--- src/rtl/pci_isa_consts.svh ---
`ifndef PCI_ISA_CONSTS_SVH
`define PCI_ISA_CONSTS_SVH

// Configuration space offsets and reset values
`define OFF_ISA_CTL      8'h40
`define OFF_POST_CTL     8'h46
`define ISA_CTL_RST      8'h00
`define POST_CTL_RST     8'h00

// Field positions
`define BIT_CMD_FALL_DLY 7
`define BIT_CMD_RISE_DLY 5
`define BIT_ROM_WS       1
`define BIT_POST_EN      0

// PCI timing, in PCI clocks
`define LAT_INIT_CLKS    5'd16
`define CFG_DEVSEL_CLKS  5'd2
`define CFG_TRDY_CLKS    5'd4
`define CFG_WR_IRDY_CLKS 5'd2
`define SUB_DEVSEL_CLKS  5'd3

// ISA wait states, in BCLKs
`define WS_8BIT          5'd4
`define WS_16BIT         5'd0
`define WS_ROM_DEF       5'd3

// PCI commands
`define CMD_MRD          4'h6
`define CMD_MWR          4'h7
`define CMD_CFGRD        4'ha
`define CMD_CFGWR        4'hb
`define CMD_MRM          4'hc
`define CMD_MRL          4'he
`define CMD_MWI          4'hf

`endif

--- src/rtl/pci_isa_pkg.sv ---
package pci_isa_pkg;

	typedef enum logic [2:0] {P_IDLE, P_DEC, P_CFG, P_MEM, P_HOLD, P_TURN} pci_state_t;

	typedef enum logic [2:0] {I_IDLE, I_ADDR, I_DLY, I_CMD, I_REC} isa_state_t;

	typedef struct packed {
		logic [31:0] addr;
		logic [3:0]  be;
		logic        write;
		logic [31:0] data;
		logic        rom;
	} isa_req_t;

endpackage : pci_isa_pkg

--- src/rtl/pci_isa_bridge.sv ---
// Behaviour
// Claim unclaimed memory cycles outside own block by subtractive decode; forward to ISA.
// Finish first data phase within 16 clocks, burst phases within eight.
// During a burst, disconnect only when the next phase cannot meet latency.
// ISA reads and non-posted ISA writes run as delayed transactions.
// Initial phase too slow: start delayed transaction, answer with retry.
// Next burst phase too slow: disconnect with TRDY# and STOP# together.
// A retried master repeats the same request until it completes.
// Hold pending request, run ISA cycle, complete on identical repeat.
// Posting enabled: TRDY# one clock after FRAME# and IRDY#, then ISA write; here TRDY# comes one clock after DEVSEL#, four after FRAME#.
// New ISA access waits until a posted write finishes on ISA.
// SMEMR# and SMEMW# only for addresses in the first megabyte.
// Sample MEMCS16# at start of command state to choose 8 or 16 bits.
// Command at start of command state for 16-bit, middle for 8-bit.
// Control bit 7 delays command fall; bit 5 delays command rise.
// Extend the command while IOCHRDY is negated.
// Split wide requests into byte or word cycles; handle sparse byte enables.
// ROM reads assert MEMR# and SMEMR# at the falling edge of BALE.
// ROM cycles default to three wait states; bit 1 selects fewer.
// SA1, SA0, SBHE# follow byte enables and toggle across conversion cycles.
// Configuration select: DEVSEL# two clocks after FRAME#.
// Configuration read: data out, TRDY# at four clocks, release after IRDY#.
// Configuration write: TRDY# at later of four/IRDY#+2; latch one cycle earlier.
// Read multiple and read line act as read; write-invalidate as write.
// Only 32-bit addressing; dual address cycles get no response.
// Accept fast back-to-back cycles as a target.
`timescale 1ns/10ps
`include "pci_isa_consts.svh"

module pci_isa_bridge
	import pci_isa_pkg::*;
#(
	parameter logic [31:0] OWN_BASE    = 32'hffff0000,
	parameter logic [31:0] OWN_MASK    = 32'hffff0000,
	parameter logic [31:0] ROM_BASE    = 32'h000e0000,
	parameter logic [31:0] ROM_MASK    = 32'hfffe0000,
	parameter logic [4:0]  ROM_FAST_WS = 5'h01
) (
	// Clock and reset
	input  wire logic        i_clk,
	input  wire logic        i_nrst,
	// PCI
	input  wire logic        i_frame_n,
	input  wire logic        i_irdy_n,
	input  wire logic        i_idsel,
	input  wire logic        i_devsel_n,
	input  wire logic [31:0] i_ad,
	input  wire logic [3:0]  i_cbe_n,
	output logic      [31:0] o_ad,
	output logic             o_ad_oe,
	output logic             o_trdy_n,
	output logic             o_stop_n,
	output logic             o_devsel_n,
	output logic             o_ctl_oe,
	// ISA
	input  wire logic        i_bclk,
	input  wire logic        i_iochrdy,
	input  wire logic        i_memcs16_n,
	input  wire logic [15:0] i_sd,
	output logic      [23:0] o_sa,
	output logic             o_sbhe_n,
	output logic             o_bale,
	output logic             o_memr_n,
	output logic             o_memw_n,
	output logic             o_smemr_n,
	output logic             o_smemw_n,
	output logic      [15:0] o_sd,
	output logic             o_sd_oe
);

	function automatic logic [1:0] low_byte(input logic [3:0] m);
		low_byte = m[0] ? 2'h0 : m[1] ? 2'h1 : m[2] ? 2'h2 : 2'h3;
	endfunction : low_byte

	function automatic logic [7:0] byte_of(input logic [31:0] w, input logic [1:0] lane);
		byte_of = w[{lane, 3'h0} +: 8];
	endfunction : byte_of

	// Command width in half-BCLK ticks, less one
	function automatic logic [4:0] cmd_ticks(input logic [4:0] ws, input logic rise_dly);
		cmd_ticks = {ws[3:0], 1'b1} + (rise_dly ? 5'h02 : 5'h00);
	endfunction : cmd_ticks

	// ISA pin synchronisers
	logic [1:0]  bclk_s;
	logic [1:0]  rdy_s;
	logic [1:0]  cs16_s;
	logic [15:0] sd_s0;
	logic [15:0] sd_s1;
	logic        bclk_d;

	always_ff @(posedge i_clk) begin
		if (!i_nrst) begin
			bclk_s <= 2'h0;
			rdy_s  <= 2'h3;
			cs16_s <= 2'h3;
			sd_s0  <= 16'h0000;
			sd_s1  <= 16'h0000;
			bclk_d <= 1'b0;
		end else begin
			bclk_s <= {bclk_s[0], i_bclk};
			rdy_s  <= {rdy_s[0], i_iochrdy};
			cs16_s <= {cs16_s[0], i_memcs16_n};
			sd_s0  <= i_sd;
			sd_s1  <= sd_s0;
			bclk_d <= bclk_s[1];
		end
	end

	// Shared state
	pci_state_t  pstate;
	isa_state_t  istate;
	isa_req_t    slot;
	logic        slot_valid;
	logic        slot_post;
	logic        slot_done;
	logic        launched;
	logic [31:0] rdata;
	logic [3:0]  rem;
	logic [4:0]  tcnt;
	logic        cs16_q;
	logic [7:0]  isa_ctl;
	logic [7:0]  post_ctl;

	// ISA engine decode
	wire       tick     = bclk_s[1] ^ bclk_d;
	wire       rise     = bclk_s[1] & ~bclk_d;
	wire       rdy      = rdy_s[1];
	wire       cs16_now = ~cs16_s[1];
	wire [1:0] cur_b    = low_byte(rem);
	wire [1:0] hi_b     = {cur_b[1], 1'b1};
	wire       pair     = ~cur_b[0] & rem[hi_b];
	wire       two      = cs16_q & pair;
	// Lanes still owed once this piece ends; address stays put through recovery
	wire [3:0] rem_left = rem & ~(4'h1 << cur_b) & ~(two ? (4'h1 << hi_b) : 4'h0);
	wire       rom_rd   = slot.rom & ~slot.write;
	wire       first_mb = slot.addr[31:20] == 12'h000;
	wire       cmd_on   = istate == I_CMD;
	wire       isa_go   = slot_valid & ~launched & (istate == I_IDLE);
	wire       rise_dly = isa_ctl[`BIT_CMD_RISE_DLY];
	wire [4:0] ws_rom   = isa_ctl[`BIT_ROM_WS] ? ROM_FAST_WS : `WS_ROM_DEF;
	wire [4:0] ws_now   = rom_rd ? ws_rom : (cs16_now ? `WS_16BIT : `WS_8BIT);
	wire [4:0] ws_q     = rom_rd ? ws_rom : (cs16_q ? `WS_16BIT : `WS_8BIT);
	wire [4:0] fall_dly = isa_ctl[`BIT_CMD_FALL_DLY] ? (cs16_now ? 5'h02 : 5'h04) : 5'h00;
	// ROM reads start at BALE fall; 16-bit cycles at BALE fall, 8-bit half a BCLK later, each plus the bit 7 delay
	wire [4:0] fall_tks = rom_rd ? 5'h00 : (cs16_now ? 5'h00 : 5'h01) + fall_dly;
	wire       release_c = cmd_on & tick & (tcnt == 5'h00) & rdy;

	always_ff @(posedge i_clk) begin
		if (!i_nrst) begin
			istate    <= I_IDLE;
			rem       <= 4'h0;
			tcnt      <= 5'h00;
			cs16_q    <= 1'b0;
			launched  <= 1'b0;
			slot_done <= 1'b0;
			rdata     <= 32'h00000000;
		end else begin
			if (!slot_valid) begin
				launched  <= 1'b0;
				slot_done <= 1'b0;
			end
			case (istate)
				I_IDLE: begin
					if (isa_go && rise) begin
						launched <= 1'b1;
						rem      <= slot.be;
						tcnt     <= 5'h01;
						if (slot.be == 4'h0) begin
							slot_done <= 1'b1;
						end else begin
							istate <= I_ADDR;
						end
					end
				end
				I_ADDR: begin
					if (tick) begin
						tcnt <= tcnt - 5'h01;
						if (tcnt == 5'h00) begin
							cs16_q <= cs16_now;
							if (fall_tks == 5'h00) begin
								istate <= I_CMD;
								tcnt   <= cmd_ticks(ws_now, rise_dly);
							end else begin
								istate <= I_DLY;
								tcnt   <= fall_tks - 5'h01;
							end
						end
					end
				end
				I_DLY: begin
					if (tick) begin
						tcnt <= tcnt - 5'h01;
						if (tcnt == 5'h00) begin
							istate <= I_CMD;
							tcnt   <= cmd_ticks(ws_q, rise_dly);
						end
					end
				end
				I_CMD: begin
					if (tick && tcnt != 5'h00) begin
						tcnt <= tcnt - 5'h01;
					end
					if (release_c) begin
						istate    <= I_REC;
						tcnt      <= 5'h01;
						if (two) begin
							rdata[{hi_b, 3'h0} +: 8] <= sd_s1[15:8];
						end
						// 8-bit cards return every byte on the low lane
						rdata[{cur_b, 3'h0} +: 8] <= (cs16_q & cur_b[0]) ? sd_s1[15:8] : sd_s1[7:0];
					end
				end
				I_REC: begin
					if (tick) begin
						tcnt <= tcnt - 5'h01;
						if (tcnt == 5'h00) begin
							tcnt <= 5'h01;
							rem  <= rem_left;
							if (rem_left != 4'h0) begin
								istate <= I_ADDR;
							end else begin
								istate    <= I_IDLE;
								slot_done <= 1'b1;
							end
						end
					end
				end
				default: istate <= I_IDLE;
			endcase
		end
	end

	// ISA outputs
	assign o_sa      = {slot.addr[23:2], cur_b};
	assign o_sbhe_n  = ~(pair | cur_b[0]);
	assign o_bale    = istate == I_ADDR;
	assign o_memr_n  = ~(cmd_on & ~slot.write);
	assign o_memw_n  = ~(cmd_on & slot.write);
	assign o_smemr_n = ~(cmd_on & ~slot.write & first_mb);
	assign o_smemw_n = ~(cmd_on & slot.write & first_mb);
	assign o_sd      = {byte_of(slot.data, hi_b), byte_of(slot.data, cur_b)};
	assign o_sd_oe   = slot.write & (istate != I_IDLE);

	// PCI target state
	logic [4:0]  cnt;
	logic        frame_d;
	logic [31:0] cur_addr;
	logic        cur_w;
	logic        irdy_seen;
	logic        cfg_wr_done;
	logic        oth_seen;
	logic        trdy_n;
	logic        stop_n;
	logic        devsel_n;
	logic        ctl_oe;
	logic        ad_oe;
	logic [31:0] ad_out;

	wire [3:0] cmd      = i_cbe_n;
	wire [3:0] be       = ~i_cbe_n;
	wire       irdy     = ~i_irdy_n;
	wire       xfer     = ~trdy_n & irdy;
	wire       c_rd     = (cmd == `CMD_MRD) | (cmd == `CMD_MRM) | (cmd == `CMD_MRL);
	wire       c_wr     = (cmd == `CMD_MWR) | (cmd == `CMD_MWI);
	wire       own_hit  = (i_ad & OWN_MASK) == OWN_BASE;
	wire       c_mem    = (c_rd | c_wr) & ~own_hit;
	wire       c_cfg    = i_idsel & ((cmd == `CMD_CFGRD) | (cmd == `CMD_CFGWR));
	wire       start    = frame_d & ~i_frame_n & ((pstate == P_IDLE) | (pstate == P_TURN));
	wire       ending   = ((pstate == P_MEM) | (pstate == P_CFG)) & (~trdy_n | ~stop_n);
	wire       hit      = slot_valid & ~slot_post & (slot.addr == cur_addr) &
	                      (slot.write == cur_w) & (slot.be == be) &
	                      (~cur_w | (slot.data == i_ad));
	wire       post_ok  = irdy & cur_w & post_ctl[`BIT_POST_EN] & ~slot_valid;
	wire       done_ok  = irdy & hit & slot_done;
	wire       cap      = irdy & ~slot_valid & ~post_ok;
	wire       retry    = (irdy & slot_valid & ~hit) | (cnt >= `LAT_INIT_CLKS - 5'd1);
	wire [5:0] dw       = cur_addr[7:2];
	wire       isa_dw   = {dw, 2'h0} == (`OFF_ISA_CTL & 8'hfc);
	wire       post_dw  = {dw, 2'h0} == (`OFF_POST_CTL & 8'hfc);
	wire [1:0] isa_ln   = 2'(`OFF_ISA_CTL % 4);
	wire [1:0] post_ln  = 2'(`OFF_POST_CTL % 4);
	wire [31:0] cfg_rd  = (isa_dw ? {24'h000000, isa_ctl} << {isa_ln, 3'h0} : 32'h00000000) |
	                      (post_dw ? {24'h000000, post_ctl} << {post_ln, 3'h0} : 32'h00000000);
	wire        cfg_wr_go = cur_w & ~cfg_wr_done & irdy_seen &
	                        (cnt >= `CFG_TRDY_CLKS - 5'd1) & (`CFG_WR_IRDY_CLKS == 5'd2);
	wire isa_req_t new_req = '{addr: cur_addr, be: be, write: cur_w, data: i_ad,
	                           rom: (cur_addr & ROM_MASK) == ROM_BASE};

	always_ff @(posedge i_clk) begin
		if (!i_nrst) begin
			pstate      <= P_IDLE;
			cnt         <= 5'h00;
			frame_d     <= 1'b1;
			cur_addr    <= 32'h00000000;
			cur_w       <= 1'b0;
			irdy_seen   <= 1'b0;
			cfg_wr_done <= 1'b0;
			oth_seen    <= 1'b0;
			trdy_n      <= 1'b1;
			stop_n      <= 1'b1;
			devsel_n    <= 1'b1;
			ctl_oe      <= 1'b0;
			ad_oe       <= 1'b0;
			ad_out      <= 32'h00000000;
			slot        <= '0;
			slot_valid  <= 1'b0;
			slot_post   <= 1'b0;
			isa_ctl     <= `ISA_CTL_RST;
			post_ctl    <= `POST_CTL_RST;
		end else begin
			frame_d <= i_frame_n;
			if (cnt != 5'h1f) begin
				cnt <= cnt + 5'h01;
			end
			// Posted write retires on its own once ISA is done
			if (slot_post && slot_done) begin
				slot_valid <= 1'b0;
			end
			if (start) begin
				cur_addr    <= i_ad;
				cur_w       <= c_wr | (cmd == `CMD_CFGWR);
				cnt         <= 5'h01;
				irdy_seen   <= 1'b0;
				cfg_wr_done <= 1'b0;
				oth_seen    <= 1'b0;
				// A back-to-back start still releases the strobes, as the turnaround step does
				ctl_oe      <= 1'b0;
				pstate      <= c_cfg ? P_CFG : (c_mem ? P_DEC : P_IDLE);
			end else if (ending) begin
				if (!stop_n) begin
					trdy_n <= 1'b1;
					pstate <= P_HOLD;
				end else if (xfer) begin
					trdy_n   <= 1'b1;
					devsel_n <= 1'b1;
					ad_oe    <= 1'b0;
					pstate   <= P_TURN;
				end
			end else begin
				case (pstate)
					P_IDLE: begin
					end
					P_TURN: begin
						// Drive the strobes high for one cycle before letting go
						ctl_oe <= 1'b0;
						pstate <= P_IDLE;
					end
					P_DEC: begin
						oth_seen <= oth_seen | ~i_devsel_n;
						if (oth_seen || !i_devsel_n) begin
							pstate <= P_IDLE;
						end else if (cnt == `SUB_DEVSEL_CLKS) begin
							devsel_n <= 1'b0;
							ctl_oe   <= 1'b1;
							ad_oe    <= ~cur_w;
							pstate   <= P_MEM;
						end
					end
					P_MEM: begin
						if (post_ok || done_ok) begin
							trdy_n <= 1'b0;
							// Each further phase needs a fresh slow ISA cycle
							stop_n <= i_frame_n;
							ad_out <= rdata;
							if (post_ok) begin
								slot       <= new_req;
								slot_valid <= 1'b1;
								slot_post  <= 1'b1;
							end else begin
								slot_valid <= 1'b0;
							end
						end else begin
							if (cap) begin
								slot       <= new_req;
								slot_valid <= 1'b1;
								slot_post  <= 1'b0;
							end
							if (retry) begin
								stop_n <= 1'b0;
							end
						end
					end
					P_CFG: begin
						irdy_seen <= irdy_seen | irdy;
						if (cnt == `CFG_DEVSEL_CLKS) begin
							devsel_n <= 1'b0;
							ctl_oe   <= 1'b1;
							ad_oe    <= ~cur_w;
						end
						if (!cur_w && cnt == `CFG_TRDY_CLKS) begin
							trdy_n <= 1'b0;
							stop_n <= i_frame_n;
							ad_out <= cfg_rd;
						end
						if (cfg_wr_go) begin
							cfg_wr_done <= 1'b1;
							if (isa_dw && be[isa_ln]) begin
								isa_ctl <= byte_of(i_ad, isa_ln);
							end
							if (post_dw && be[post_ln]) begin
								post_ctl <= byte_of(i_ad, post_ln);
							end
						end
						if (cfg_wr_done) begin
							trdy_n <= 1'b0;
							stop_n <= i_frame_n;
						end
					end
					P_HOLD: begin
						if (i_frame_n) begin
							stop_n   <= 1'b1;
							devsel_n <= 1'b1;
							ad_oe    <= 1'b0;
							pstate   <= P_TURN;
						end
					end
					default: pstate <= P_IDLE;
				endcase
			end
		end
	end

	// PCI outputs
	assign o_ad       = ad_out;
	assign o_ad_oe    = ad_oe;
	assign o_trdy_n   = trdy_n;
	assign o_stop_n   = stop_n;
	assign o_devsel_n = devsel_n;
	assign o_ctl_oe   = ctl_oe;

endmodule : pci_isa_bridge

--- config.mk ---
export PLATFORM = sky130hd
export DESIGN_NAME = pci_isa_bridge
export DESIGN_NICKNAME = d
export VERILOG_FILES = /design/src/rtl/pci_isa_pkg.sv /design/src/rtl/pci_isa_bridge.sv
export VERILOG_INCLUDE_DIRS = /design/src /design/src/rtl
export SDC_FILE = /design/constraint.sdc
export NUM_CORES = 1
export LEC_CHECK = 0
export ABC_CLOCK_PERIOD_IN_PS = 2800
export BUFFER_PORTS_ARGS = -buffer_cell sky130_fd_sc_hd__buf_2
export CAP_MARGIN = 10
export CORE_ASPECT_RATIO = 0.75
export CORE_MARGIN = 3
export CORE_UTILIZATION = 37
export DETAILED_ROUTE_END_ITERATION = 10
export PLACE_DENSITY = 0.63
export SLEW_MARGIN = 20
export SYNTH_ARGS = -nofsm -noshare
export SYNTH_HDL_FRONTEND = slang
export SYNTH_SLANG_ARGS = --single-unit
--- constraint.sdc ---
create_clock -name i_clk -period 2.8 [get_ports i_clk]
set_input_delay 0.14 -clock i_clk [delete_from_list [all_inputs] [get_ports i_clk]]
set_output_delay 0.14 -clock i_clk [all_outputs]
set_load 0.05 [all_outputs]
* Word-level counts from Yosys, hierarchy flattened
Index checks and enable logic that the tools add are counted.
** Storage, ports and cells
- Register bits :: 256
- Input bits :: 61
- Output and inout bits :: 84
** Cells by class
- Add/sub/neg operators :: 8
- Order comparisons :: 3
- Equality and inequality tests :: 60
- Shifts and indexed selects :: 8
- Mux-type cells :: 121
- Bitwise operators :: 84
- Reductions and logical operators :: 47
** Operators with widths (count)
- 70-bit two-way mux :: 3
- 32-bit two-way mux :: 6
- 3-bit two-way mux :: 22
- 32-bit bitwise mux :: 2
- 32-bit == test :: 2
- 32-bit case mux with 2 select lines :: 1
- 8-bit by 7-bit variable shift with 32-bit output, first input constant :: 2
- 32-bit by 6-bit variable part select with 8-bit output :: 2
- 8-bit by 7-bit variable part select with 32-bit output :: 2
- 1-bit two-way mux :: 54
- 5-bit two-way mux :: 10
- 1-bit bitwise AND :: 38
- 5-bit AND reduction :: 6
- 1-bit inverter :: 25
- 5-bit case mux with 5 select lines :: 1
- 24-bit two-way mux :: 1
- 8-bit by 24-bit OR with 24-bit output :: 1
- 2-bit != test, second input constant :: 11
- 4-bit == test, second input constant :: 5
- 4-bit two-way mux :: 5
- 16-bit == test, second input constant :: 1
- 8-bit two-way mux :: 2
- 15-bit by 3-bit == test with 1-bit output, second input constant :: 1
- 3-bit case mux with 5 select lines :: 1
- other kinds (55) :: 127

* Longest topological paths before layout
Gate-level depths: netlist of run 1.
- Depth in word-level cells :: 15
- Mapped depth :: 13
- Mapped depth without buffers :: 10

* Worst setup path after synthesis of run 1
Ideal clock, no wire load.
- Path type :: register -> register
- Start :: register rem[0]
- End :: register rdata[10]
- Library setup time :: 86 ps
- Data arrival time :: 2851 ps
- Required time :: 2714 ps
- Slack :: -137 ps
- Cell stages (with the launch flop) :: 9
- Period minus slack after synthesis :: 2937 ps
- Cell sequence :: dfxtp_1 > clkbuf_1 > nor2_1 > buf_1 > buf_2 > ha_1 > nor4_1 > a22oi_1 > a211oi_1
** Between the ends
- Cells in the longest elaborated chain, start to end :: 10
- Elaborated cells between the ends (all ways) :: 20
- Those cells by class :: 2 x add/sub; 4 x shift; 10 x mux; 4 x bitwise
** Ends and longest elaborated chain
- start: declaration :: line pci_isa_bridge.sv:119 : logic [3:0] rem;
- start signal: assignment :: line pci_isa_bridge.sv:167 : rem <= slot.be;
- start signal: assignment :: line pci_isa_bridge.sv:219 : rem <= rem_left;
- 2-bit two-way mux (*) :: line pci_isa_bridge.sv:72 : low_byte = m[0] ? 2'h0 : m[1] ? 2'h1 : m[2] ? 2'h2 : 2'h3;
- net o_sa[1] :: line pci_isa_bridge.sv:60 : output logic [23:0] o_sa,
- branches (longest 8 deep; another with 5-bit negator with 7-bit output)
- 32-bit bitwise mux (*) :: line pci_isa_bridge.sv:211 : rdata[{cur_b, 3'h0} +: 8] <= (cs16_q & cur_b[0]) ? sd_s1[15:8] : sd_s1[7:0];
- end signal: indexed assignment :: line pci_isa_bridge.sv:208 : rdata[{hi_b, 3'h0} +: 8] <= sd_s1[15:8];
- end signal: indexed assignment :: line pci_isa_bridge.sv:211
- end: declaration :: line pci_isa_bridge.sv:118 : logic [31:0] rdata;
Mark *: on every way through the listed nets, which the timed path passes. The select of a mux whose other input is x is not followed.
A chain may end at the register's enable or synchronous reset.

* Worst setup path after layout of run 1
- Start :: register cur_addr[24]
- End :: register ad_out[8], in the netlist o_ad[8]
** Between the ends
- Cells in the longest elaborated chain, start to end :: 10
** Ends and longest elaborated chain
- start: declaration :: line pci_isa_bridge.sv:248 : logic [31:0] cur_addr;
- start signal: assignment :: line pci_isa_bridge.sv:321 : cur_addr <= i_ad;
- 32-bit == test :: line pci_isa_bridge.sv:271 : wire hit = slot_valid & ~slot_post & (slot.addr == cur_addr) &
- 1-bit bitwise AND (2 in series) :: line pci_isa_bridge.sv:271
- 1-bit bitwise AND (2 in series) :: line pci_isa_bridge.sv:272 : (slot.write == cur_w) & (slot.be == be) &
- 1-bit bitwise AND (2 in series) :: line pci_isa_bridge.sv:275 : wire done_ok = irdy & hit & slot_done;
- 1-bit logical OR :: line pci_isa_bridge.sv:361 : if (post_ok || done_ok) begin
- 2-bit by 1-bit != test with 1-bit output (no line)
- 5-bit AND reduction (no line)
- end signal: assignment :: line pci_isa_bridge.sv:365 : ad_out <= rdata;
- end signal: assignment :: line pci_isa_bridge.sv:394 : ad_out <= cfg_rd;
- end: declaration :: line pci_isa_bridge.sv:258 : logic [31:0] ad_out;
Every way passes these cells.

==> metrics.txt, run 1 <==
result of the run=finished clean; synthesized flop and latch total=256; Residual DRC=0; vias=10400; CP Class=flop to flop; Initial Utilization=37.8%; syn_area_per_cell=8.26 µm²; Post-Syn Nets=1464; fin crit period=2640 ps; final wirelength=37100 µm; Worst-Margin Slew=826 ps; pin count of the biggest net entering global routing=82; Min-Delay Path Class=input pin to flop; nets=1632; Critical Path AT=3120 ps; area leader, netlist=dfxtp_1; vias in the first global route=9723; total global-route track usage=21.2%; final critical-path share of the clock period=94.4%; largest cells by area after synthesis=dfxtp_1 (45%), nand2_1 (8.7%), a21oi_1 (6.6%), xor2_1 (4.6%), nor2_1 (3.2%); drt first pass iters=6; Synth cell types=62; skew final=9.67 ps; final cell area excluding filler cells=14100 µm²; IO buf count=144; RR Startpoint=cur_addr[24]$_SDFFE_PN0P_; Clock transition at path regs=60 ps; Hold Worst Slack=40.3 ps; Ys Warns=0; gpl congestion=0.919; Max-slew headroom=44.2%; core footprint=30300 µm²; Overall Power=8.56 mW; crit path max fanout=12; Post-DP Area=12600 µm²; CTS root buffer=clkbuf_16; endpoints failing hold=0; Setup WS pre-CTS=4.44 ps; max cap viols=0; # H-tree levels=1; Util after Layout=46.6%; register area share after synthesis=44.7%; Remaining Overflow, GRT=0; wire per inst=18.8 µm; Mapped Area=11500 µm²; top cell type's share of synthesized area=44.7%; Clock Tree Buf Depth=3; cell depth of the worst hold path=4; synthesis-to-layout area growth=23.4%; CTS tree=done; die area=33100 µm²; # setup viols final=0; min-delay src=i_irdy_n; drt initial violations=1069; FF-to-FF End=o_ad[8]$_SDFFE_PN0P_; initial antenna violation count=0; Post-DRT Antenna Nets=0; Crit. End Element=flop; die height=158 µm; cell area power density=605 nW/µm²; post-DP HPWL=26000 µm; # diodes=0; EDFF count, synth=0; # clock sinks=256; Mapped Cells=1388; Final Slew Violations=0; die width=209 µm; Worst EP required=3270 ps; FF-to-FF setup slack=160 ps; Clk Latency, worst-skew pair=550 ps; Post-synth top flop=dfxtp_1; Via density=5.29; worst setup margin=158 ps; leak pwr=5.71 nW; # fillers=2985; asr flop ratio synth=0%; maximum vdd drop=0.439 mV; first-pass GRT wire length=56300 µm; Hold EP=irdy_seen$_SDFFE_PP0P_; CTS Buf Count=27; I/O pin total=145; cells on worst reg2reg path=11; Fmax=378 MHz; share of cells above drive strength 1=17.6%; critical path launch point type=flop; Placement Rows=55
[registers in the layout (all words and copies together) (netlist names), 8 cells and up]
register / cells
sd_s1: 16
cur_addr: 32
o_sa: 22
isa_ctl: 8
rdata: 32
o_ad: 32
post_ctl: 8
slot: 48
sd_s0: 16
[cells by family (layout without fill, tap and decap cells)]
group / Yosys count / in the layout / share of synthesized area, %
adders and majority gates: 15 / 15 / 1.64
muxes: 42 / 42 / 3.77
and+or+nand+nor: 569 / 569 / 22.8
DFF: 256 / 256 / 44.7
buffers and inverters: 137 / 323 / 5.67
xor gates and xnor gates: 68 / 68 / 5.20
AOI/OAI and AO/OA: 301 / 301 / 16.2
[cells in the mapped netlist, types with 4 or more instances]
cell type,number
nand3_1,58
inv_1,25
nor3_1,12
mux2i_1,33
mux2_2,9
and3_1,6
or4_1,4
ha_1,15
dfxtp_1,256
nand4b_1,5
nand2b_1,15
a22oi_1,25
a211oi_1,26
a21oi_1,150
o21ai_0,34
nor2_1,97
buf_4,24
and2_1,37
buf_1,5
buf_2,12
nand4_1,14
clkbuf_1,65
nor4_1,24
a31oi_1,7
o21ai_1,7
nand2_1,266
xor2_1,60
xnor2_1,8
nor2b_1,12
buf_6,4
nand3b_1,5
a311oi_1,18
[worst max-delay path by stage]
stage	cells after the start	end	from	slack, ps
floorplan	6	o_sd[0]	rem[0]$_SDFFE_PN0P_	40
global placement	9	o_ad[9]$_SDFFE_PN0P_	cur_addr[14]$_SDFFE_PN0P_	120
detailed placement	9	o_ad[23]$_SDFFE_PN0P_	cur_addr[14]$_SDFFE_PN0P_	4
CTS	9	o_ad[23]$_SDFFE_PN0P_	cur_addr[14]$_SDFFE_PN0P_	30
global route	10	o_ad[22]$_SDFFE_PN0P_	cur_addr[24]$_SDFFE_PN0P_	-3
finish	11	o_ad[8]$_SDFFE_PN0P_	cur_addr[24]$_SDFFE_PN0P_	160
[cell usage in the layout (no fill, tap or decap), types with 25 or more instances in the layout]
cell type | synthesis | routed
dfxtp_1 | 256 | 255
a22oi_1 | 25 | 25
mux2i_1 | 33 | 33
and2_1 | 37 | 37
dlygate4sd3_1 | 0 | 47
buf_2 | 12 | 144
nor2_1 | 97 | 96
a211oi_1 | 26 | 26
xor2_1 | 60 | 60
nand2_1 | 266 | 266
inv_1 | 25 | 25
clkbuf_16 | 0 | 28
nand3_1 | 58 | 57
o21ai_0 | 34 | 34
buf_4 | 24 | 50
a21oi_1 | 150 | 150
[area by class of cell]
type                            count  area, µm²  share of cell area, %
Timing Repair Buffer              249       1720                   12.2
Clock buffer                       35        746                   5.27
Sequential cell                   256       5130                   36.3
Tap cell                          399        499                   3.53
Inverter                           27        106                  0.752
Clock inverter                     12        184                   1.30
Multi-Input combinational cell    995       5760                   40.7
[critical path: stages (launching register included)]
cell and delay, ps:
dfxtp_2 340, xor2_1 160, nor4_2 300, buf_4 170
nand4_1 110, nor4_2 380, nand4_1 250, a31oi_4 280
buf_12 150, clkbuf_16 160, nand3_1 90, a21oi_1 160
[metrics by stage]
stage	setup TNS, ps	std cells
final	0	1973
after global routing	-2.81	1973
after CTS	0	1969
after detailed placement	0	1875
after global placement	0	1875
after floorplan	0	1388
[where the power goes]
group / switching, mW / internal, mW / total [mW]
logic: 0.595 / 0.360 / 0.955
registers: 0.100 / 3.73 / 3.83
clock network: 1.52 / 2.25 / 3.77
total: 2.22 / 6.34 / 8.56
[metal layers]
layer	vias to the layer above	wire, µm	global-route usage (%)
met2	377	15100	29.9
met1	4889	18300	32.9
met5	-	0	0
li1	5113	-	-
met4	0	707	4.53
met3	52	2970	4.31
[what timing repair did]
item	in CTS	in global routing
buffers inserted	0	2
cloned	0	2
endpoints found under the hold margin	79	0
setup endpoints to repair	10	32
pin swaps	0	4
hold buffers	47	0
gates resized for setup	1	9
No activity file was read; power rests on OpenSTA's default activity.
==> inputs of run 2 (changes only) <==
--- a/config.mk
+++ b/config.mk
@@ -6,14 +6,14 @@
 export SDC_FILE = /design/constraint.sdc
 export NUM_CORES = 1
 export LEC_CHECK = 0
-export ABC_CLOCK_PERIOD_IN_PS = 2800
+export ABC_CLOCK_PERIOD_IN_PS = 2750
 export BUFFER_PORTS_ARGS = -buffer_cell sky130_fd_sc_hd__buf_2
 export CAP_MARGIN = 10
 export CORE_ASPECT_RATIO = 0.75
 export CORE_MARGIN = 3
 export CORE_UTILIZATION = 37
 export DETAILED_ROUTE_END_ITERATION = 10
-export PLACE_DENSITY = 0.63
+export PLACE_DENSITY = 0.61
 export SLEW_MARGIN = 20
 export SYNTH_ARGS = -nofsm -noshare
 export SYNTH_HDL_FRONTEND = slang
==> constraint.sdc (replaced) <==
create_clock -name i_clk -period 2.75 [get_ports i_clk]
set_input_delay 0.1375 -clock i_clk [delete_from_list [all_inputs] [get_ports i_clk]]
set_output_delay 0.1375 -clock i_clk [all_outputs]
set_load 0.05 [all_outputs]
==> run 2 against run 1 <==
  * Total power increased by 2.6%
  * Critical path depth decreased by 7
  * Sequential share of layout area decreased by 0.29 points
  * Largest cell class unchanged
==> metrics.txt, run 2 (synthesis results as in run 1) <==
Detail Route met3 WL=2760 µm (-7.1%); die height=158 µm (unchanged); drt first pass iters=5 (-1); final cell count without fillers=1986 (+0.66%); synthesis-to-layout area growth=24.4%; worst setup margin=141 ps (-16.9 ps); Worst EP required=2610 ps (-660 ps); skew final=22.3 ps (+12.6 ps); min-delay src=i_ad[22]; Critical Path AT=2470 ps (-650 ps); Clock Tree Buf Depth=3 (unchanged); die width=209 µm (unchanged); # clock sinks=256 (unchanged); post-DP HPWL=26900 µm (+3.3%); initial antenna violation count=2 (+2); Post-DRT Antenna Nets=0 (unchanged); nets=1641 (+0.55%); Hold EP=cur_addr[22]$_SDFFE_PN0P_; Hold Worst Slack=33.2 ps (-7.10 ps); Biggest register=slot; Max-slew headroom=51.2% (+7.0 points); Initial Utilization=37.8% (unchanged); CTS tree=done; Crit. End Element=primary output; Worst-Margin Slew=731 ps (-94.2 ps); maximum vdd drop=0.444 mV (+1.2%); Final Slew Violations=0 (unchanged); Remaining Overflow, GRT=0 (unchanged); Largest register FFs=48 (unchanged); Post-DP Area=12700 µm² (+0.73%); Clk Latency, worst-skew pair=560 ps (about the same); pin count of the biggest net entering global routing=85 (+3.7%); RR Startpoint=cur_addr[24]$_SDFFE_PN0P_; Overall Power=8.78 mW (+2.6%); share of cells above drive strength 1=17.9% (+0.26 points); final critical-path share of the clock period=94.9%; endpoints failing hold=0 (unchanged); Min-Delay Path Class=input pin to flop; max cap viols=0 (unchanged); Clock transition at path regs=60 ps (about the same); Fmax=383 MHz; core footprint=30300 µm² (unchanged); I/O pin total=145 (unchanged); most frequent cells in the layout=nand2_1 (266), dfxtp_1 (255), a21oi_1 (150), buf_2 (144), nor2_1 (96); Setup WS pre-CTS=-42.8 ps (-47.3 ps); vias=10500 (+0.93%); cell depth of the worst hold path=4 (unchanged); Util after Layout=47.0% (+0.37 points); # fillers=2968 (-0.57%); total global-route track usage=21.4% (+0.19 points); FF-to-FF End=o_ad[25]$_SDFFE_PN0P_; Fin Setup TNS=0 ps (unchanged); cell area power density=616 nW/µm² (+1.8%); Top Metal Used=met4; IO buf count=144 (unchanged); DP Cell Count=1884 (+0.48%); # H-tree levels=1 (unchanged); Residual DRC=0 (unchanged); FF-to-FF setup slack=170 ps (about the same); gpl congestion=0.889 (-3.3%); # setup viols final=0 (unchanged); Metal-1 WL=18500 µm (+1.2%); final wirelength=37300 µm (+0.54%); cells on worst reg2reg path=10 (-1); die area=33100 µm² (unchanged); final cell area excluding filler cells=14300 µm² (+0.80%); DR WL met2=15300 µm (+1.3%); fin crit period=2610 ps; result of the run=finished clean; CTS root buffer=clkbuf_16; critical path launch point type=flop; drt initial violations=1063 (-0.56%); crit path max fanout=16 (+4); Via density=5.30 (+0.27%); CP Class=flop to primary output; first-pass GRT wire length=56300 µm (unchanged); wire per inst=18.8 µm (-0.12%); CTS Buf Count=27 (unchanged); most common cell after layout, fill and taps aside=nand2_1; vias in the first global route=9593 (-1.3%); Placement Rows=55 (unchanged); RSZ-0062 raised after global routing=yes; leak pwr=5.76 nW (+1.0%)
-- run 2: worst max path at each step --
stage | cells after the start | end | startpoint
final | 4 | o_smemr_n | istate[1]$_SDFFE_PN0P_
after global routing | 10 | o_ad[10]$_SDFFE_PN0P_ | cur_addr[24]$_SDFFE_PN0P_
after CTS | 9 | o_ad[25]$_SDFFE_PN0P_ | cur_addr[14]$_SDFFE_PN0P_
after detailed placement | 9 | o_ad[25]$_SDFFE_PN0P_ | cur_addr[14]$_SDFFE_PN0P_
after global placement | 9 | o_ad[25]$_SDFFE_PN0P_ | cur_addr[14]$_SDFFE_PN0P_
after floorplan | 6 | o_sd[0] | rem[0]$_SDFFE_PN0P_
-- run 2: cell type report --
class	instances	area (µm²)	area share (%)
inverters	27	106	0.746
diodes	2	5.00	0.0351
flip-flops and latches	256	5130	36.0
repair buffers	258	1830	12.9
well taps	399	499	3.50
clock inverters	11	181	1.27
multi-input cells	995	5740	40.2
clock buffers	38	767	5.38
-- run 2: critical path: stages, from the launching register on --
cell and delay [ps]:
dfxtp_1 660, nand2_1 320, or2_2 440, nand4b_1 250, buf_2 260
-- run 2: repair_timing --
action / 4_1_cts / 5_1_grt
hold buffers: 48 / 0
pin swaps: 0 / 4
gates cloned: 0 / 2
setup endpoints to repair: 34 / 35
endpoints found under the hold margin: 82 / 0
buffers inserted: 0 / 1
gates resized for setup: 2 / 5
-- run 2: report_power, final --
group          internal (mW)  switching [mW]  total, mW  leakage (nW)
clock network           2.33            1.56       3.89         0.455
logic                  0.378           0.614      0.991          3.23
registers               3.80           0.103       3.90          2.08
total                   6.51            2.27       8.78          5.76
-- run 2: metal layers --
layer	up-vias	track usage, %
met3	49	3.60
met2	352	30.4
met5	-	0
met1	4989	33.5
met4	0	4.56
li1	5138	-
==> inputs of run 3 (changes only) <==
--- a/config.mk
+++ b/config.mk
@@ -6,10 +6,10 @@
 export SDC_FILE = /design/constraint.sdc
 export NUM_CORES = 1
 export LEC_CHECK = 0
+export ABC_AREA = 1
 export ABC_CLOCK_PERIOD_IN_PS = 2750
 export BUFFER_PORTS_ARGS = -buffer_cell sky130_fd_sc_hd__buf_2
 export CAP_MARGIN = 10
-export CORE_ASPECT_RATIO = 0.75
 export CORE_MARGIN = 3
 export CORE_UTILIZATION = 37
 export DETAILED_ROUTE_END_ITERATION = 10
==> run 3 against run 2 <==
  * Clock power up 3%
  * Clock skew down 5.8 ps
  * Critical endpoint is now tcnt[1]$_SDFFE_PN0P_
  * Routed wire length up 3.2%
  * Via count up 13%
  * Fmax up 7.7%
  * Die area up 6.5%
  * Highest routed layer unchanged
  * First-iteration DRC count down 16%
  * Total power up 14%
  * Core utilization down 0.76 points
  * Critical path depth up 9
==> metrics.txt, run 3 <==
leak pwr=6.71 nW (+16%); CP Cell Sequence=nor2_1, nor2_1, inv_1, ha_1, a21boi_1, nand2_1, nand2_1, nand2_1, o31ai_1, nand2_1, o21ai_0, nand2_1, a21oi_1; share of cells above drive strength 1=13.9% (-4.0 points); Post-Syn Nets=1859 (+27%); Register Area=5120 µm² (about the same); worst setup margin=328 ps (+187 ps); result of the run=finished clean; Mapped Cells=1783 (+28%); asr flop ratio synth=0% (unchanged); synthesized flop and latch total=256 (unchanged); Crit-path slowest cell=dfxtp_1; most frequent cells in the layout=nand2_1 (447), dfxtp_1 (256), o21ai_0 (205), inv_1 (199), nor2_1 (192); Clock Tree Buf Depth=3 (unchanged); Synth cell types=48 (-23%); drt first pass iters=7 (+2); Mapped Area=12200 µm² (+6.8%); # fillers=3327 (+12%); pin count of the biggest net entering global routing=195 (+130%); Initial Utilization=38.2% (+0.45 points); largest cells by area after synthesis=dfxtp_1 (42%), nand2_1 (14%), o21ai_0 (8.4%), a21oi_1 (6.7%), inv_1 (6.1%); Fin Setup TNS=0 ps (unchanged); Top cell by count, worst path=nand2_1; maximum vdd drop=0.425 mV (-4.3%); Placement Rows=65 (+18%); EDFF count, synth=0 (unchanged); Post-synth top flop=dfxtp_1; most frequent cell after synthesis=nand2_1; cell area power density=674 nW/µm² (+9.4%); Hold Worst Slack=9.11 ps (-24.1 ps); Via density=4.97 (-6.3%); Clock transition at path regs=70 ps (about the same); register area share after synthesis=41.9% (-2.9 points); Biggest register=slot; Post-DRT Antenna Nets=0 (unchanged); nets=2018 (+23%); min-delay src=i_ad[27]; drt initial violations=890 (-16%); synthesis-to-layout area growth=21.0%; endpoints failing hold=0 (unchanged); area of the multi-input gates=5870 µm² (+2.3%); Remaining Overflow, GRT=0 (unchanged); # clock sinks=256 (unchanged); FF-to-FF setup slack=330 ps (+160 ps); top post-synthesis cells by count=nand2_1 (448), dfxtp_1 (256), o21ai_0 (205); Crit. End Element=flop; Min-Delay Path Class=input pin to flop; Setup WS pre-CTS=433 ps (+476 ps); Hold EP=slot[28]$_SDFFE_PN0P_; Post-DP Area=13300 µm² (+4.2%); wire per inst=16.0 µm (-15%); Ys Warns=0 (unchanged); Fmax=413 MHz (+7.7%); cell depth of the worst hold path=3 (-1); top cell type's share of synthesized area=41.9% (-2.9 points); FF-to-FF End=tcnt[1]$_SDFFE_PN0P_; vias in the first global route=11200 (+17%); # Post-CTS Setup Buffers=0 (unchanged); max cap viols=0 (unchanged); core footprint=32000 µm² (+5.6%); # setup viols final=0 (unchanged); Worst-Margin Slew=769 ps (+37.6 ps); CP Class=flop to flop; RR Startpoint=slot[33]$_SDFFE_PN0P_; Final Slew Violations=0 (unchanged); area leader, netlist=dfxtp_1; die area=35300 µm² (+6.5%); I/O pin total=145 (unchanged); most common cell after layout, fill and taps aside=nand2_1; first-pass GRT wire length=61200 µm (+8.6%); # H-tree levels=1 (unchanged); syn_area_per_cell=6.87 µm² (-17%); skew final=16.5 ps (-5.80 ps); post-DP HPWL=28300 µm (+5.3%); Critical Path AT=2870 ps (+400 ps); die height=188 µm (+19%); CTS tree=done; gpl congestion=0.947 (+6.5%); CTS Buf Count=29 (+7.4%); CTS root buffer=clkbuf_16; Largest register FFs=48 (unchanged); Clk Latency, worst-skew pair=540 ps (-20 ps); critical path launch point type=flop; crit path max fanout=5 (-11); IO buf count=144 (unchanged); RSZ-0062 raised after global routing=no; vias=11900 (+13%); final cell area excluding filler cells=14800 µm² (+3.9%); fin crit period=2420 ps (-187 ps); Worst EP required=3200 ps (+590 ps); total global-route track usage=21.2% (-0.17 points); initial antenna violation count=1 (-1); cells on worst reg2reg path=13 (+3); Max-slew headroom=48.7% (-2.5 points); final critical-path share of the clock period=88.1% (-6.8 points); Residual DRC=0 (unchanged); max incr delay on CP=390 ps (-270 ps); final wirelength=38500 µm (+3.2%); die width=188 µm (-10%)
-- run 3: where the power goes --
| part | internal (mW) | total, mW | switching, mW |
|---|---|---|---|
| combinational | 0.545 | 1.86 | 1.31 |
| sequential | 3.94 | 4.11 | 0.167 |
| clock | 2.37 | 4.02 | 1.65 |
| total | 6.85 | 9.98 | 3.13 |
-- run 3: cell type report --
cell class	instances	share of cell area (%)
clock buffer	36	5.42
sequential	256	34.6
antenna	1	0.0169
tap	435	3.68
inverter	211	5.36
timing repair buffer	220	10.0
clock inverter	17	1.29
multi-input combinational	1224	39.6
-- run 3: routing by layer --
layer  share of wire [%]  wire [µm]  GRT usage, %  vias up
met5                   0          0             0        -
met4                 2.2        862          4.82        0
met3                 6.0       2290          3.05       63
met2                  44      17000          33.8      354
met1                  48      18300          30.4     5459
li1                    -          -             -     6046
-- run 3: worst max path at each step --
stage | endpoint | startpoint | slack [ps] | cells after the start
finish | tcnt[1]$_SDFFE_PN0P_ | slot[33]$_SDFFE_PN0P_ | 330 | 13
global route | tcnt[2]$_SDFFE_PN0P_ | slot[33]$_SDFFE_PN0P_ | 70 | 13
CTS | o_sd[0] | rem[0]$_SDFFE_PN0P_ | 340 | 7
detailed placement | tcnt[1]$_SDFFE_PN0P_ | slot[33]$_SDFFE_PN0P_ | 430 | 13
global placement | o_ad[11]$_SDFFE_PN0P_ | slot[33]$_SDFFE_PN0P_ | 410 | 16
floorplan | o_sd[4] | rem[0]$_SDFFE_PN0P_ | 240 | 5
-- run 3: cell families after synthesis --
group | Yosys count | synth area share (%)
simple gates | 748 | 25.0
fa+ha+maj | 15 | 1.53
compound gates | 426 | 18.7
buf+inv | 303 | 10.3
xor+xnor | 28 | 2.00
mux | 7 | 0.644
flops | 256 | 41.9
-- run 3: critical path: cells and delay by family, from the launching register on --
family	cells	cell delay [ps]
AND/OR/NAND/NOR	7	970
AO/OA/AOI/OAI	4	610
flip-flops	1	390
adder cells (fa/ha/maj)	1	190
buffers and inverters	1	160
-- run 3: per-stage QoR --
stage / power [mW] / instances / utilization [%]
floorplan: 5.45 / 1783 / -
global placement: 5.96 / 2291 / 41.4
detailed placement: 5.97 / 2291 / 41.4
CTS: 10.0 / 2399 / 46.2
global route: 10.4 / 2400 / 46.2
finish: 9.98 / 2400 / 46.2
-- run 3: what timing repair did --
action                     4_1_cts  5_1_grt
hold endpoints to repair        85        0
setup endpoints to repair        0        0
resized for setup                0        0
hold buffers                    55        0
